--- src/asc_pkg.sv ---
// constants, field layout and state types of the strap-driven negotiation block
// ****************************************************************************
// ****************************************************************************
package asc_pkg;
  // ****************************************************************************
  // timing
  // ****************************************************************************
  localparam int ASC_CLK_NS = 10;
  localparam int ASC_PULSE_NS = 100;
  localparam int ASC_PULSE_CYC = (ASC_PULSE_NS + ASC_CLK_NS - 1) / ASC_CLK_NS;
  localparam int ASC_SLOT_NS = 62500;
  localparam int ASC_SLOT_CYC = ASC_SLOT_NS / ASC_CLK_NS;
  localparam int ASC_BURST_NS = 16000000;
  localparam int ASC_BURST_CYC = ASC_BURST_NS / ASC_CLK_NS;
  localparam int ASC_DATA_WIN_NS = 93750;
  localparam int ASC_DATA_WIN_CYC = ASC_DATA_WIN_NS / ASC_CLK_NS;
  localparam int ASC_BURST_END_NS = 200000;
  localparam int ASC_BURST_END_CYC = ASC_BURST_END_NS / ASC_CLK_NS;
  localparam logic [1:0] ASC_STRAP_SETTLE = 2'h3;
  localparam logic [5:0] ASC_LAST_SLOT = 6'h20;
  localparam logic [4:0] ASC_BURST_CLOCKS = 5'h11;
  // ****************************************************************************
  // register map
  // ****************************************************************************
  localparam logic [4:0] ASC_REG_CTRL = 5'h00;
  localparam logic [4:0] ASC_REG_ADV = 5'h04;
  localparam logic [4:0] ASC_REG_PART = 5'h05;
  localparam logic [4:0] ASC_REG_STAT = 5'h10;
  localparam logic [4:0] ASC_REG_XCTL = 5'h19;
  localparam int ASC_CTRL_RESET = 15;
  localparam int ASC_CTRL_SPEED = 13;
  localparam int ASC_CTRL_NEG_EN = 12;
  localparam int ASC_CTRL_RESTART = 9;
  localparam int ASC_CTRL_DUPLEX = 8;
  localparam int ASC_ADV_ACK = 14;
  localparam int ASC_ADV_ABIL_LSB = 5;
  localparam logic [4:0] ASC_SELECTOR = 5'h01;
  localparam int ASC_XCTL_AUTO_SWAP = 15;
  localparam int ASC_XCTL_FORCE_SWAP = 14;
  localparam logic [1:0] ASC_XCTL_RESET = 2'h2;
  // ability nibble order {100 full, 100 half, 10 full, 10 half}
  localparam logic [3:0] ASC_ADV_10_BOTH = 4'h3;
  localparam logic [3:0] ASC_ADV_100_BOTH = 4'hc;
  localparam logic [3:0] ASC_ADV_HALF_BOTH = 4'h5;
  localparam logic [3:0] ASC_ADV_ALL = 4'hf;
  localparam logic [7:0] ASC_LFSR_SEED = 8'ha5;

  typedef enum logic [1:0] {ASC_FORCED, ASC_SEEK, ASC_ACK, ASC_DONE} asc_neg_t;
endpackage

--- src/asc_top.sv ---
// strap sampling, register control and pulse-burst negotiation of a 10/100 line
//
// Local design decision: the address-and-strobe port.
`timescale 1ns/1ns
`default_nettype none
module asc_top #(
  parameter int SLOT_CYC = asc_pkg::ASC_SLOT_CYC,
  parameter int BURST_CYC = asc_pkg::ASC_BURST_CYC,
  parameter int DATA_WIN_CYC = asc_pkg::ASC_DATA_WIN_CYC,
  parameter int BURST_END_CYC = asc_pkg::ASC_BURST_END_CYC
) (
  // clock and reset
  input wire logic CORE_CLK,
  input wire logic RST,
  // register port
  input wire logic [4:0] REG_ADDR,
  input wire logic [15:0] REG_WDATA,
  input wire logic REG_WR,
  input wire logic REG_RD,
  output logic [15:0] REG_RDATA,
  // shared strap / led pins: negotiate enable, mode high, mode low
  input wire logic NEGOTIATE_STRAP_ENABLE_I,
  output logic NEGOTIATE_STRAP_ENABLE_O,
  output logic NEGOTIATE_STRAP_ENABLE_OE,
  input wire logic MODE_STRAP_HIGH_I,
  output logic MODE_STRAP_HIGH_O,
  output logic MODE_STRAP_HIGH_OE,
  input wire logic MODE_STRAP_LOW_I,
  output logic MODE_STRAP_LOW_O,
  output logic MODE_STRAP_LOW_OE,
  // line pairs, link pulse level
  input wire logic LINE_TRANSMIT_PAIR_I,
  output logic LINE_TRANSMIT_PAIR_O,
  input wire logic LINE_RECEIVE_PAIR_I,
  output logic LINE_RECEIVE_PAIR_O,
  // resolved operating mode
  output logic SPEED_100,
  output logic FULL_DUPLEX,
  output logic LINK_UP,
  output logic PAIRS_SWAPPED
);
  import asc_pkg::*;

  localparam logic [15:0] SLOT_LAST = 16'(SLOT_CYC - 1);
  localparam logic [23:0] BURST_LAST = 24'(BURST_CYC - 1);
  localparam logic [15:0] DATA_WIN = 16'(DATA_WIN_CYC);
  localparam logic [15:0] BURST_END = 16'(BURST_END_CYC);
  localparam logic [3:0] PULSE_LEN = 4'(ASC_PULSE_CYC);

  // ****************************************************************************
  // input synchronisers
  // ****************************************************************************
  logic [4:0] sync1_q;
  logic [4:0] sync2_q;
  logic [1:0] line_prev_q;
  always_ff @(posedge CORE_CLK or posedge RST) begin
    if (RST) begin
      sync1_q <= 5'h00;
      sync2_q <= 5'h00;
      line_prev_q <= 2'h0;
    end else begin
      sync1_q <= {LINE_RECEIVE_PAIR_I, LINE_TRANSMIT_PAIR_I, NEGOTIATE_STRAP_ENABLE_I,
                  MODE_STRAP_HIGH_I, MODE_STRAP_LOW_I};
      sync2_q <= sync1_q;
      line_prev_q <= sync2_q[4:3];
    end
  end

  // ****************************************************************************
  // strap capture window
  // ****************************************************************************
  logic [1:0] cap_cnt_q;
  logic captured_q;
  wire cap_now = !captured_q && cap_cnt_q == ASC_STRAP_SETTLE;
  wire strap_neg = sync2_q[2];
  wire [1:0] strap_mode = sync2_q[1:0];
  // pins stay undriven until the straps are latched; later pin levels never reach config
  always_ff @(posedge CORE_CLK or posedge RST) begin
    if (RST) begin
      cap_cnt_q <= 2'h0;
      captured_q <= 1'b0;
    end else if (!captured_q) begin
      cap_cnt_q <= cap_cnt_q + 2'h1;
      captured_q <= cap_now;
    end
  end

  logic [3:0] strap_adv;
  always_comb begin
    case (strap_mode)
      2'h0: strap_adv = ASC_ADV_10_BOTH;
      2'h1: strap_adv = ASC_ADV_100_BOTH;
      2'h2: strap_adv = ASC_ADV_HALF_BOTH;
      default: strap_adv = ASC_ADV_ALL;
    endcase
  end
  // forced mode advertises just the one forced ability
  wire [3:0] forced_adv = 4'h1 << strap_mode;

  // ****************************************************************************
  // registers
  // ****************************************************************************
  logic neg_en_q;
  logic speed_q;
  logic duplex_q;
  logic [15:0] adv_q;
  logic [15:0] part_q;
  logic [1:0] xctl_q;
  wire wr_ctrl = REG_WR && REG_ADDR == ASC_REG_CTRL;
  wire wr_adv = REG_WR && REG_ADDR == ASC_REG_ADV;
  wire wr_xctl = REG_WR && REG_ADDR == ASC_REG_XCTL;
  wire neg_en_d = wr_ctrl ? REG_WDATA[ASC_CTRL_NEG_EN] : neg_en_q;
  // enable going low then high, restart or soft reset all start a fresh exchange
  wire restart = captured_q && ((wr_ctrl && (REG_WDATA[ASC_CTRL_RESTART]
                 || REG_WDATA[ASC_CTRL_RESET])) || (neg_en_d && !neg_en_q));

  always_ff @(posedge CORE_CLK or posedge RST) begin
    if (RST) begin
      neg_en_q <= 1'b0;
      speed_q <= 1'b0;
      duplex_q <= 1'b0;
      adv_q <= {11'h000, ASC_SELECTOR};
      xctl_q <= ASC_XCTL_RESET;
    end else if (cap_now) begin
      neg_en_q <= strap_neg;
      speed_q <= strap_mode[1];
      duplex_q <= strap_mode[0];
      adv_q[8:5] <= strap_neg ? strap_adv : forced_adv;
    end else begin
      if (wr_ctrl) begin
        neg_en_q <= REG_WDATA[ASC_CTRL_NEG_EN];
        speed_q <= REG_WDATA[ASC_CTRL_SPEED];
        duplex_q <= REG_WDATA[ASC_CTRL_DUPLEX];
      end
      if (wr_adv) begin
        adv_q <= {REG_WDATA[15], 1'b0, REG_WDATA[13:0]};
      end
      if (wr_xctl) begin
        xctl_q <= REG_WDATA[15:14];
      end
    end
  end

  // ****************************************************************************
  // burst receiver on the pair currently used for input
  // ****************************************************************************
  logic swap_q;
  logic rx_act_q;
  logic rx_dseen_q;
  logic [4:0] rx_clks_q;
  logic [15:0] rx_gap_q;
  logic [15:0] rx_sh_q;
  wire rx_in = swap_q ? sync2_q[3] : sync2_q[4];
  wire rx_prev = swap_q ? line_prev_q[0] : line_prev_q[1];
  wire rx_rise = rx_in && !rx_prev;
  wire rx_is_data = rx_act_q && rx_gap_q < DATA_WIN && !rx_dseen_q;
  wire rx_end = rx_act_q && rx_gap_q == BURST_END;
  wire rx_word_ok = rx_end && rx_clks_q == ASC_BURST_CLOCKS
                    && rx_sh_q[4:0] == ASC_SELECTOR;
  always_ff @(posedge CORE_CLK or posedge RST) begin
    if (RST) begin
      rx_act_q <= 1'b0;
      rx_dseen_q <= 1'b0;
      rx_clks_q <= 5'h00;
      rx_gap_q <= 16'h0000;
      rx_sh_q <= 16'h0000;
    end else if (rx_rise && rx_is_data) begin
      rx_dseen_q <= 1'b1;
    end else if (rx_rise) begin
      if (rx_act_q) begin
        rx_sh_q <= {rx_dseen_q, rx_sh_q[15:1]};
        rx_clks_q <= rx_clks_q + 5'h01;
      end else begin
        rx_clks_q <= 5'h01;
      end
      rx_act_q <= 1'b1;
      rx_gap_q <= 16'h0000;
      rx_dseen_q <= 1'b0;
    end else if (rx_end) begin
      rx_act_q <= 1'b0;
    end else if (rx_act_q) begin
      rx_gap_q <= rx_gap_q + 16'h0001;
    end
  end

  // ****************************************************************************
  // negotiation state
  // ****************************************************************************
  asc_neg_t st_q;
  asc_neg_t st_d;
  wire neg_on = captured_q && neg_en_q;
  always_comb begin
    st_d = st_q;
    case (st_q)
      ASC_FORCED: if (neg_on) st_d = ASC_SEEK;
      ASC_SEEK: if (rx_word_ok) st_d = ASC_ACK;
      ASC_ACK: if (rx_word_ok && rx_sh_q[ASC_ADV_ACK]) st_d = ASC_DONE;
      ASC_DONE: st_d = ASC_DONE;
      default: st_d = ASC_FORCED;
    endcase
    if (!neg_on) begin
      st_d = ASC_FORCED;
    end else if (restart) begin
      st_d = ASC_SEEK;
    end
  end
  always_ff @(posedge CORE_CLK or posedge RST) begin
    if (RST) begin
      st_q <= ASC_FORCED;
      part_q <= 16'h0000;
    end else begin
      st_q <= st_d;
      if (restart || !neg_on) begin
        part_q <= 16'h0000;
      end else if (rx_word_ok && st_q != ASC_DONE) begin
        part_q <= rx_sh_q;
      end
    end
  end

  // ****************************************************************************
  // resolution
  // ****************************************************************************
  wire [3:0] common = adv_q[8:5] & part_q[8:5];
  wire neg_done = st_q == ASC_DONE;
  // speed/duplex bits only matter while negotiation is off
  wire res_100 = neg_on ? (common[3] || common[2]) : speed_q;
  wire res_full = neg_on ? (common[3] || (!common[2] && common[1])) : duplex_q;
  wire res_link = neg_on ? (neg_done && common != 4'h0) : captured_q;

  // ****************************************************************************
  // burst transmitter and crossover
  // ****************************************************************************
  logic tx_busy_q;
  logic [5:0] tx_slot_q;
  logic [15:0] tx_stc_q;
  logic [23:0] tx_bt_q;
  logic [3:0] tx_pw_q;
  logic heard_q;
  logic [7:0] lfsr_q;
  wire seeking = st_q == ASC_SEEK || st_q == ASC_ACK;
  wire [15:0] tx_word = {adv_q[15], st_q == ASC_ACK, adv_q[13:0]};
  wire tx_start = seeking && !tx_busy_q && tx_bt_q == 24'h000000;
  wire tx_bit = tx_word[tx_slot_q[4:1]];
  wire tx_fire = tx_busy_q && tx_stc_q == 16'h0000 && (!tx_slot_q[0] || tx_bit);
  wire slot_end = tx_stc_q == SLOT_LAST;
  always_ff @(posedge CORE_CLK or posedge RST) begin
    if (RST) begin
      tx_busy_q <= 1'b0;
      tx_slot_q <= 6'h00;
      tx_stc_q <= 16'h0000;
      tx_bt_q <= 24'h000000;
      tx_pw_q <= 4'h0;
    end else begin
      if (!seeking || restart) begin
        tx_bt_q <= 24'h000000;
      end else if (tx_start) begin
        tx_bt_q <= BURST_LAST;
      end else if (tx_bt_q != 24'h000000) begin
        tx_bt_q <= tx_bt_q - 24'h000001;
      end
      if (tx_start) begin
        tx_busy_q <= 1'b1;
        tx_slot_q <= 6'h00;
        tx_stc_q <= 16'h0000;
      end else if (tx_busy_q) begin
        tx_stc_q <= slot_end ? 16'h0000 : tx_stc_q + 16'h0001;
        if (slot_end) begin
          tx_slot_q <= tx_slot_q + 6'h01;
          tx_busy_q <= tx_slot_q != ASC_LAST_SLOT;
        end
      end
      if (tx_fire) begin
        tx_pw_q <= PULSE_LEN;
      end else if (tx_pw_q != 4'h0) begin
        tx_pw_q <= tx_pw_q - 4'h1;
      end
    end
  end

  // random crossover choice each burst while nobody answers
  always_ff @(posedge CORE_CLK or posedge RST) begin
    if (RST) begin
      heard_q <= 1'b0;
      lfsr_q <= ASC_LFSR_SEED;
      swap_q <= 1'b0;
    end else begin
      lfsr_q <= {lfsr_q[6:0], lfsr_q[7] ^ lfsr_q[5] ^ lfsr_q[4] ^ lfsr_q[3]};
      if (tx_start) begin
        heard_q <= 1'b0;
      end else if (rx_act_q) begin
        heard_q <= 1'b1;
      end
      if (xctl_q[0]) begin
        swap_q <= 1'b1;
      end else if (!xctl_q[1] || !neg_on) begin
        swap_q <= 1'b0; // automatic crossover needs negotiation
      end else if (tx_start && !heard_q && st_q == ASC_SEEK) begin
        swap_q <= lfsr_q[0];
      end
    end
  end

  // ****************************************************************************
  // register read and outputs
  // ****************************************************************************
  wire [15:0] ctrl_rd = {2'h0, speed_q, neg_en_q, 3'h0, duplex_q, 8'h00};
  wire [15:0] stat_rd = {12'h000, neg_done, res_full, res_100, res_link};
  wire [15:0] xctl_rd = {xctl_q, 14'h0000};
  wire [15:0] rd_mux = REG_ADDR == ASC_REG_CTRL ? ctrl_rd :
                       REG_ADDR == ASC_REG_ADV ? adv_q :
                       REG_ADDR == ASC_REG_PART ? part_q :
                       REG_ADDR == ASC_REG_STAT ? stat_rd :
                       REG_ADDR == ASC_REG_XCTL ? xctl_rd : 16'h0000;
  wire tx_pulse = tx_pw_q != 4'h0;
  always_ff @(posedge CORE_CLK or posedge RST) begin
    if (RST) begin
      REG_RDATA <= 16'h0000;
      NEGOTIATE_STRAP_ENABLE_O <= 1'b0;
      NEGOTIATE_STRAP_ENABLE_OE <= 1'b0;
      MODE_STRAP_HIGH_O <= 1'b0;
      MODE_STRAP_HIGH_OE <= 1'b0;
      MODE_STRAP_LOW_O <= 1'b0;
      MODE_STRAP_LOW_OE <= 1'b0;
      LINE_TRANSMIT_PAIR_O <= 1'b0;
      LINE_RECEIVE_PAIR_O <= 1'b0;
      SPEED_100 <= 1'b0;
      FULL_DUPLEX <= 1'b0;
      LINK_UP <= 1'b0;
      PAIRS_SWAPPED <= 1'b0;
    end else begin
      REG_RDATA <= REG_RD ? rd_mux : 16'h0000;
      NEGOTIATE_STRAP_ENABLE_OE <= captured_q;
      MODE_STRAP_HIGH_OE <= captured_q;
      MODE_STRAP_LOW_OE <= captured_q;
      NEGOTIATE_STRAP_ENABLE_O <= captured_q && res_link && (rx_act_q || tx_pulse);
      MODE_STRAP_HIGH_O <= captured_q && res_100;
      MODE_STRAP_LOW_O <= captured_q && res_link;
      LINE_TRANSMIT_PAIR_O <= tx_pulse && !swap_q;
      LINE_RECEIVE_PAIR_O <= tx_pulse && swap_q;
      SPEED_100 <= captured_q && res_100;
      FULL_DUPLEX <= captured_q && res_full;
      LINK_UP <= res_link;
      PAIRS_SWAPPED <= swap_q;
    end
  end
endmodule // asc_top
`default_nettype wire

--- config.mk ---
export PLATFORM = sky130hd
export DESIGN_NAME = asc_top
export DESIGN_NICKNAME = d
export VERILOG_FILES = /design/src/asc_pkg.sv /design/src/asc_top.sv
export SDC_FILE = /design/constraint.sdc
export NUM_CORES = 1
export LEC_CHECK = 0
export BUFFER_PORTS_ARGS = -buffer_cell sky130_fd_sc_hd__buf_4
export CAP_MARGIN = 20
export CORE_MARGIN = 1
export CORE_UTILIZATION = 25
export CTS_CLUSTER_SIZE = 28
export DETAILED_ROUTE_END_ITERATION = 10
export GPL_TIMING_DRIVEN = 0
export PLACE_DENSITY = 0.37
export SLEW_MARGIN = 20
export SYNTH_ARGS = -nofsm -noshare
export SYNTH_HDL_FRONTEND = slang
export SYNTH_SLANG_ARGS = --single-unit
--- constraint.sdc ---
create_clock -name CORE_CLK -period 6.8 [get_ports CORE_CLK]
set_clock_uncertainty 0.15 [all_clocks]
set_input_delay 0 -clock CORE_CLK [delete_from_list [all_inputs] [get_ports CORE_CLK]]
set_output_delay 0 -clock CORE_CLK [all_outputs]
set_load 0.05 [all_outputs]
## Word-level counts from Yosys, hierarchy flattened

Cells that the tools add are included.

| word-level totals | value |
|---|---|
| register bits | 178 |
| input bits | 30 |
| output and inout bits | 28 |

| operators by class | value |
|---|---|
| add/subtract/negate cells | 7 |
| magnitude comparators | 2 |
| equality and inequality tests | 19 |
| shifts and indexed selects | 1 |
| muxes and demuxes | 58 |
| bitwise operators | 6 |
| reduce and logical (&&, ||, !) cells | 81 |

Operators by type and width:

| kind | number |
|---|---|
| $mux W16 | 14 |
| $mux W24 | 3 |
| $add A16 B1 Y16 const B | 2 |
| $logic_and A1 B1 Y1 | 31 |
| $mux W1 | 25 |
| $logic_not A24 Y1 | 1 |
| $reduce_bool A24 Y1 | 1 |
| $sub A24 B1 Y24 const B | 1 |
| $reduce_bool A2 Y1 | 10 |
| $mux W6 | 3 |
| $eq A16 B13 Y1 const B | 1 |
| $eq A16 B15 Y1 const B | 1 |
| $logic_not A16 Y1 | 1 |
| $lt A16 B14 Y1 const B | 1 |
| $mux W4 | 4 |
| $eq A5 B5 Y1 const B | 3 |
| $logic_not A1 Y1 | 12 |
| $pmux W4 S3 | 1 |
| $reduce_and A2 Y1 | 6 |
| $eq A5 B3 Y1 const B | 2 |
| $logic_or A1 B1 Y1 | 10 |
| $mux W9 | 1 |
| $eq A2 B2 Y1 const B | 4 |
| $mux W2 | 4 |
| other kinds (23) | 32 |

## Longest topological paths before layout

Gate-level depths: netlist of run 1.

| logic depth | value |
|---|---|
| depth in word-level cells | 10 |
| mapped depth | 9 |
| depth with buffers taken out | 7 |

## Worst setup path before layout of run 1

No wires, ideal clock.

| timing | value |
|---|---|
| kind | flip-flop to flip-flop |
| start point | register tx_bt_q[0] |
| end point | register tx_bt_q[1] |
| setup time | 0.126 ns |
| arrival time | 2.303 ns |
| path slack | 4.221 ns |
| stages on the path, launching flop included | 9 |
| buffers on the path | 2 |
| path through | dfrtp_1 inv_1 ha_1 or4b_2 nor4_4 buf_2 nand2_1 clkbuf_1 o311a_1 |

| on the way | value |
|---|---|
| cells in the longest elaborated chain, start to end | 4 |
| elaborated cells between the ends (all ways) | 8 |
| classes of those cells | 1 x add/sub; 3 x mux; 4 x reduce/logical |

Ends and longest elaborated chain:

| element | line | source |
|---|---|---|
| from (decl) | asc_top.sv:237 | `logic [23:0] tx_bt_q;` |
| from (signal assigned) | asc_top.sv:260 | `tx_bt_q <= tx_bt_q - 24'h000001;` |
| $sub A24 B1 Y24 / $logic_not A24 Y1 (equally long branches) | asc_top.sv:260, asc_top.sv:243 |  |
| $mux W24 / $logic_and A1 B1 Y1 (equally long branches) | asc_top.sv:259, asc_top.sv:243 |  |
| $mux W24 | asc_top.sv:257 | `end else if (tx_start) begin` |
| $mux W24 | asc_top.sv:255 | `if (!seeking \|\| restart) begin` |

Several ways; a longest one is shown, not always the timed one. The select of a mux whose other input is x is not followed.
A chain may end at the register's enable or synchronous reset.

## Worst setup path in the final report of run 1

| timing | value |
|---|---|
| start point | register rx_gap_q[12] |
| end point | register part_q[7] |

| on the way | value |
|---|---|
| cells in the longest elaborated chain, start to end | 6 |

Ends and longest elaborated chain:

| element | line | source |
|---|---|---|
| from (decl) | asc_top.sv:151 | `logic [15:0] rx_gap_q;` |
| from (signal assigned) | asc_top.sv:182 | `rx_gap_q <= rx_gap_q + 16'h0001;` |
| $eq A16 B15 Y1 | asc_top.sv:157 | `wire rx_end = rx_act_q && rx_gap_q == BURST_END;` |
| $logic_and A1 B1 Y1 | asc_top.sv:157 |  |
| $logic_and A1 B1 Y1 | asc_top.sv:158 | `wire rx_word_ok = rx_end && rx_clks_q == ASC_BURST_CLOCKS` |
| $logic_and A1 B1 Y1 | asc_top.sv:159 | `&& rx_sh_q[4:0] == ASC_SELECTOR;` |
| $logic_and A1 B1 Y1 | asc_top.sv:215 | `end else if (rx_word_ok && st_q != ASC_DONE) begin` |
| $reduce_bool A2 Y1 (no source line) | - |  |
| to (signal assigned) | asc_top.sv:216 | `part_q <= rx_sh_q;` |
| to (decl) | asc_top.sv:107 | `logic [15:0] part_q;` |

Every way passes these cells.

==> results of run 1 <==
[worst register-to-register path: stages, from the launching register on]
cell      delay [ns]
dfrtp_1         0.46
or4b_2          0.72
nor4_1          0.56
nand3_1         0.20
o21ba_2         0.24
clkbuf_1        0.19
clkbuf_1        0.28
a22o_1          0.25
[power by group]
group          switching, mW  internal, mW
clock network          0.476         0.556
registers             0.0980          1.16
logic                  0.241         0.191
[state kept, by name (all words and copies together) (netlist names), 6 cells and up]
signal     cells
tx_bt_q       24
REG_RDATA     16
part_q        16
rx_gap_q      16
rx_sh_q       16
tx_stc_q      16
adv_q         15
lfsr_q         8
tx_slot_q      6
[area by class of cell]
cell class | count | area [µm²]
Fill cell | 3443 | 22300
Tap cell | 442 | 553
Multi-Input combinational cell | 517 | 3640
Inverter | 26 | 105
Timing Repair Buffer | 95 | 841
Sequential cell | 178 | 4460
Clock inverter | 14 | 175
Buffer | 36 | 164
Clock buffer | 18 | 429
[routing by layer]
layer  vias to the layer above  wire length [µm]  GRT usage [%]
li1                       3005                 -              -
met1                      3140             10700           18.8
met2                        92             10500           22.3
met3                        15               567           2.88
met4                         0               286           4.43
met5                         -                 0              0
[cell families (layout without fill, tap and decap cells)]
group | after synthesis | in the layout | synth area share [%]
simple gates | 268 | 268 | 17.5
flops | 178 | 178 | 53.5
compound gates | 149 | 149 | 12.6
buf+inv | 62 | 189 | 3.13
mux | 44 | 44 | 6.49
xor+xnor | 36 | 36 | 3.78
fa+ha+maj | 20 | 20 | 3.00
[placed cells by master, fill, tap and decap left out, drive strengths merged, types with 5 or more instances in the layout]
cell         instances
a211oi              10
a21oi               38
a22oi               12
buf                 73
nand3b               5
and3                14
a222oi               6
o21ai               25
and2                11
or4                 13
clkbuf              41
xor2                 9
a31oi                5
and4                 5
nor4                15
nand4               13
nand2               42
mux4                 5
a22o                14
nor2                64
nor2b                7
nand3               18
or3                 16
dfstp                6
mux2i                8
nor3                25
xnor2               27
ha                  20
inv                 31
dlygate4sd3         35
dfrtp              172
mux2                31
[Yosys cell counts, types with 16 or more instances]
cell | number | area share, %
dfrtp_1 | 172 | 52
o21ai_0 | 24 | 1.4
inv_1 | 26 | 1.2
ha_1 | 20 | 3.0
clkbuf_1 | 23 | 1.0
xnor2_1 | 27 | 2.8
nor2_1 | 62 | 2.8
nand3_1 | 18 | 1.1
nand2_1 | 42 | 1.9
a21oi_1 | 37 | 2.2
or3_1 | 16 | 1.2
nor3_1 | 25 | 1.5
mux2_2 | 31 | 4.2
[stage by stage]
| step | setup slack [ns] | cell area (µm²) | hold slack, ns | std cells |
|---|---|---|---|---|
| 2_1_floorplan | 1.83 | 8340 | -0.119 | 757 |
| 3_3_place_gp | -0.942 | 9320 | -0.0408 | 1256 |
| 3_5_place_dp | 3.59 | 9410 | -0.237 | 1259 |
| 4_1_cts | 3.56 | 10400 | 0.0296 | 1326 |
| 5_1_grt | 3.44 | 10400 | 0.0499 | 1326 |
| 6_report | 3.64 | 10400 | 0.0667 | 1326 |
[final timing paths]
| check | start | end | slack, ns |
|---|---|---|---|
| setup / recovery | rx_gap_q[12] | part_q[7] | 3.64 |
| hold / removal | LINE_RECEIVE_PAIR_I | sync1_q[4] | 0.07 |
| setup reg to reg | rx_gap_q[12] | part_q[7] | 3.64 |
| hold reg to reg | sync1_q[2] | sync2_q[2] | 0.20 |
| max in group asynchronous | RST | lfsr_q[7] | 4.93 |
| min in group asynchronous | RST | tx_bt_q[8] | 0.47 |
[what timing repair did]
action | in CTS | in global routing
endpoints found under the hold margin | 133 | 0
buffers inserted | 0 | 0
hold buffers | 35 | 0
==> flow_summary.toml, run 1 <==
[outcome]
status = "finished clean"

[setup_path]
crit_path_frequent_cell = "clkbuf_1"
path_depth = 7
end_kind = "flip-flop"
slowest_delay_ns = 0.72
cp_max_fo = 10
path_cells = "or4b_2, nor4_1, nand3_1, o21ba_2, clkbuf_1, clkbuf_1, a22o_1"
worstSetupPathType = "flip-flop to flip-flop"
start_kind = "flip-flop"
r2r_cells = 7
critPathArrivalTime_ns = 3.33
crit_buf_inv = 2
cp_data_required_time_ns = 6.97
crit_family = "simple AND/OR/NAND/NOR gates"
cp_slowest_cell = "or4b_2"

[clocking]
cts_resized = 0
clock-sinks = 178
cts_inserted_buffers = 17
cts_tree = "yes"
clk_pin_slew_ns = 0.07
max-clock-path-buffers = 2
h-tree-depth = 4
clk-insertion-delay-late_ns = 0.45
cts-root-buf = "clkbuf_16"

[floorplan]
design.core.area_um2 = 32700
pin_count = 58
start_util_pct = 25.5
design.die.area_um2 = 34100
die_h_um = 185
std_cell_rows = 66
die_w_um = 185

[synthesis]
async_reset_ff_share_pct = 100
synth_nets = 807
syn_inst = 757
syn_avg_cell_area_um2 = 11.0
netlist_area_um2 = 8340
ys_types = 76
yosysSeqAreaShare_pct = 53.5
synth_edf_count = 0
yosys_warnings = 0
ys.flop_type = "dfrtp_1"
ys_seq_elements = 178

[drt]
routed_via_density = 4.71
drt_iter0_markers = 319
drtPass1Iterations = 6
wl_per_cell_um = 16.6
vias = 6252
final_antenna_net_count = 0
drt-total-wl_um = 22000
drc = 0

[sta]
slew_headroom_pct = 47.9
fin_crit_sh_pct = 46.5
worstMarginPinSlew_ns = 0.775
drv_slew = 0
rsz0062_at_grt = "false"
hold_violations = 0
setup_viol = 0
tns_ns = 0
period_minus_slack_ns = 3.16
clock.fmax_mhz = 316

[finish]
final_core_util_pct = 31.7
final_nets = 921
insertedDiodeCount = 0
drive_gt1_share_pct = 19.2
area_delta_synth_final_pct = 24.3

[place]
dpl.hpwl_um = 15400
gp_congestion = 0.764
io_buffers = 57

[power_and_ir_drop]
power.total_mw = 2.72
powerDensity_nw_per_um2 = 262
p_leak_nw = 4.67
peakVddDrop_mv = 0.181

[hold_path]
holdPathStages = 2
hp-class = "primary input to flip-flop"

[run]
max_cap_violations = 0

[global_route]
grt_overflow = 0
grt_max_degree = 93
grt_pass1_vias = 6384
grtUsageTotal_pct = 14.0
grt_antenna_before_repair = 0
grt_pass1_wl_um = 36300
Note: power is estimated with default switching activity, not from simulation.
==> run 2: changes to the inputs <==
Settings changed: PLACE_DENSITY 0.37 to 0.38.
Clock period 6.8 ns to 2.8 ns, I/O delays scaled along.
==> flow_summary.toml, run 2 (synthesized netlist as in run 1, its figures left out) <==
[drt]
wl_per_cell_um = 16.5
final_antenna_net_count = 0
drtPass1Iterations = 6
routed_via_density = 4.69
drt_iter0_markers = 351
vias = 6284
drc = 0
drt-total-wl_um = 22100

[global_route]
grtUsageTotal_pct = 14.0
grt_pass1_vias = 6487
grt_antenna_before_repair = 0
grt_pass1_wl_um = 36400
grt_max_degree = 33
grt_overflow = 0

[sta]
fin_crit_sh_pct = 95.8
drv_slew = 0
clock.fmax_mhz = 373
hold_violations = 0
slew_headroom_pct = 31.6
tns_ns = 0
worstMarginPinSlew_ns = 1.02
setup_viol = 0
period_minus_slack_ns = 2.68
holdWs_ns = 0.0569

[setup_path]
critPathArrivalTime_ns = 2.84
r2r-start = "tx_bt_q[4]"
critPathCapture = "tx_bt_q[3]"
end_kind = "flip-flop"
cp_data_required_time_ns = 2.96
r2r_slack_ns = 0.12
cp_max_fo = 10
r2r_end = "tx_bt_q[3]"
critPathLaunch = "tx_bt_q[4]"
r2r_cells = 6
start_kind = "flip-flop"
worstSetupPathType = "flip-flop to flip-flop"

[place]
post-place-cells = 1263
gp_congestion = 0.758
dpl.hpwl_um = 15900
io_buffers = 57

[floorplan]
design.core.area_um2 = 32700
start_util_pct = 25.5
pin_count = 58
std_cell_rows = 66
die_w_um = 185
design.die.area_um2 = 34100
die_h_um = 185

[clocking]
cts_tree = "yes"
h-tree-depth = 4
cts-root-buf = "clkbuf_16"
clk_pin_slew_ns = 0.08
clk-insertion-delay-late_ns = 0.45
cts_inserted_buffers = 17
clock-sinks = 178
max-clock-path-buffers = 2

[finish]
mostFrequentLayoutCell = "dfrtp_1"
layout_common_cells = "171 x dfrtp_1, 78 x buf_4, 61 x nor2_1, 42 x nand2_1, 36 x a21oi_1"
regArea_um2 = 4460
multi_input_area_um2 = 3750
area_delta_synth_final_pct = 28.1
final_core_util_pct = 32.7
final_nets = 937
drive_gt1_share_pct = 22.6
insertedDiodeCount = 0
top_register = "tx_bt_q"
largest_reg_flops = 24
layout.cells.non_filler = 1341
fillers = 3370

[power_and_ir_drop]
powerDensity_nw_per_um2 = 634
peakVddDrop_mv = 0.475
p_leak_nw = 4.86

[run]
max_cap_violations = 0

[hold_path]
hp-class = "primary input to async pin"

[outcome]
status = "finished clean"
run 2: layer usage:
layer	share of wire [%]	track usage (%)	wire length, µm
met1	48	19.1	10700
met4	0.98	3.93	217
met5	0	0	0
met3	2.5	2.98	552
met2	48	22.1	10600
run 2: worst min-delay path by stage:
| stage | endpoint | slack (ns) | cells past startpoint |
|---|---|---|---|
| after floorplan | sync1_q[0] | -0.12 | 0 |
| after global placement | sync1_q[2] | -0.04 | 1 |
| after detailed placement | sync1_q[2] | -0.04 | 1 |
| after CTS | sync1_q[3] | 0.03 | 2 |
| after global routing | sync1_q[4] | 0.05 | 2 |
| final | tx_bt_q[9] | 0.06 | 3 |
run 2: through the flow:
step | total power, mW | worst slack (ns) | area, µm²
final | 6.78 | 0.118 | 10700
after global routing | 7.14 | -0.00429 | 10700
after CTS | 6.88 | 0.00797 | 10500
after detailed placement | 4.14 | -0.375 | 9480
after global placement | 4.10 | -1.12 | 9330
after floorplan | 3.72 | 0.221 | 8350
run 2: area by class of cell:
class	count	share of cell area, %
Inverter	26	0.949
Multi-Input combinational cell	517	35.1
Tap cell	442	5.18
Clock inverter	13	1.85
Buffer	35	1.73
Sequential cell	178	41.8
Clock buffer	18	4.02
Timing Repair Buffer	112	9.44
run 2: timing repair:
| item | 4_1_cts | 5_1_grt |
|---|---|---|
| pin swaps | 2 | 5 |
| gates resized for setup | 18 | 21 |
| setup buffers | 2 | 10 |
| cloned | 0 | 1 |
| setup endpoints to repair | 71 | 63 |
| hold buffers | 35 | 0 |
| hold endpoints to repair | 134 | 0 |
run 2: power breakdown:
group	switching (mW)	total, mW	internal, mW
Combinational	0.607	1.11	0.501
Clock	1.11	2.62	1.51
Sequential	0.246	3.05	2.81
Total	1.96	6.78	4.82
run 2: critical path, cell delays in order (launching register included):
cell and delay [ns]:
dfrtp_1 0.43, or4_4 0.59, buf_6 0.16, or4_1 0.62
o311ai_2 0.29, buf_4 0.24, a31oi_1 0.06
==> run 3: changes to the inputs <==
Settings changed: HOLD_SLACK_MARGIN set to 0.12.
==> flow_summary.toml, run 3 (synthesized netlist as in run 1, its figures left out) <==
[finish]
layout_common_cells = "171 x dfrtp_1, 78 x buf_4, 61 x nor2_1, 46 x dlygate4sd3_1, 42 x nand2_1"
design_area_um2 = 10800
largest_reg_flops = 24
multi_input_area_um2 = 3750
insertedDiodeCount = 0
mostFrequentLayoutCell = "dfrtp_1"
final_nets = 948
fillers = 3368
final_core_util_pct = 33.0
area_delta_synth_final_pct = 29.4
top_register = "tx_bt_q"
regArea_um2 = 4460
drive_gt1_share_pct = 22.3

[setup_path]
r2r-start = "tx_bt_q[4]"
cp_max_fo = 10
r2r_end = "tx_bt_q[3]"
cp_data_required_time_ns = 2.96
start_kind = "flip-flop"
critPathArrivalTime_ns = 2.85
r2r_slack_ns = 0.11
crit_buf_inv = 2
worstSetupPathType = "flip-flop to flip-flop"
cp_slowest_cell = "or4_1"
end_kind = "flip-flop"
path_cells = "or4_4, buf_6, or4_1, o311ai_2, buf_4, a31oi_1"
r2r_cells = 6
slowest_delay_ns = 0.62
crit_family = "simple AND/OR/NAND/NOR gates"

[drt]
drt_iter0_markers = 361
drtPass1Iterations = 4
vias = 6344
routed_via_density = 4.69
final_antenna_net_count = 0
wl_per_cell_um = 16.4
drc = 0
drt-total-wl_um = 22200

[power_and_ir_drop]
powerDensity_nw_per_um2 = 628
p_leak_nw = 4.91
peakVddDrop_mv = 0.476

[clocking]
clk_pin_slew_ns = 0.07
cts-root-buf = "clkbuf_16"
max-clock-path-buffers = 2
h-tree-depth = 4
clk-insertion-delay-late_ns = 0.45
cts_tree = "yes"
cts_inserted_buffers = 17
clock-sinks = 178

[global_route]
grt_max_degree = 33
grt_overflow = 0
grt_pass1_vias = 6549
grt_pass1_wl_um = 36600
grt_antenna_before_repair = 0
grtUsageTotal_pct = 14.0

[sta]
drv_slew = 0
hold_violations = 0
period_minus_slack_ns = 2.69
fin_ws_ns = 0.114
slew_headroom_pct = 31.3
clock.fmax_mhz = 372
setup_viol = 0
worstMarginPinSlew_ns = 1.03
fin_crit_sh_pct = 95.9

[place]
io_buffers = 57
dp_slack_ns = -0.375
gp_congestion = 0.758
dpl_cell_area_um2 = 9480
dpl.hpwl_um = 15900

[run]
max_cap_violations = 0

[floorplan]
pin_count = 58
design.die.area_um2 = 34100
die_w_um = 185
design.core.area_um2 = 32700
die_h_um = 185
std_cell_rows = 66
start_util_pct = 25.5

[outcome]
status = "finished clean"

[hold_path]
hp-class = "primary input to flip-flop"
holdPathStages = 3
min_to = "adv_q[11]"
hold_start = "REG_WDATA[11]"
==> run 3: worst max-delay path by stage <==
stage | cells past startpoint | slack (ns) | startpoint | to
final | 6 | 0.11 | tx_bt_q[4] | tx_bt_q[3]
after global routing | 6 | -0.004 | tx_bt_q[4] | tx_bt_q[4]
after CTS | 6 | 0.008 | tx_bt_q[4] | tx_bt_q[3]
after detailed placement | 7 | -0.38 | rx_gap_q[12] | part_q[9]
after global placement | 2 | -1.12 | RST | rx_gap_q[6]
after floorplan | 8 | 0.22 | tx_bt_q[0] | tx_bt_q[1]
==> run 3: power breakdown <==
part / total (mW) / internal, mW / switching [mW]
clock: 2.62 / 1.51 / 1.11
sequential: 3.05 / 2.81 / 0.245
combinational: 1.11 / 0.507 / 0.607
==> run 3: layout make-up <==
cell class / instances / share of cell area, %
well taps: 442 / 5.12
inverters: 26 / 0.939
flip-flops and latches: 178 / 41.3
multi-input cells: 517 / 34.7
clock buffers: 18 / 3.98
clock inverters: 13 / 1.83
repair buffers: 123 / 10.4
plain buffers: 35 / 1.72
==> run 3: timing repair <==
action,4_1_cts,5_1_grt
setup buffers,2,10
endpoints found under the setup margin,71,63
gates cloned,0,1
gates resized for setup,18,21
hold buffers,46,0
endpoints found under the hold margin,136,0
pin swaps,2,5
==> run 3: per-layer routing <==
layer	up-vias	global-route usage [%]	routed length, µm
met3	21	2.98	503
li1	3060	-	-
met5	-	0	0
met4	0	4.30	286
met1	3193	19.2	10900
met2	70	22.1	10500
==> run 3: stage by stage <==
step	setup TNS [ns]	instances	hold slack [ns]	power (mW)
5_1_grt	-0.00429	1352	0.161	7.15
3_3_place_gp	-208.17	1256	-0.0390	4.10
4_1_cts	0	1342	0.149	6.89
6_report	0	1352	0.173	6.78
3_5_place_dp	-10.78	1263	-0.0386	4.14
2_1_floorplan	0	757	-0.119	3.72
==> run 3: worst reg2reg max path, cell delays in order (launching register included) <==
cell,delay (ns)
dfrtp_1,0.43
or4_4,0.59
buf_6,0.17
or4_1,0.62
o311ai_2,0.29
buf_4,0.24
a31oi_1,0.06
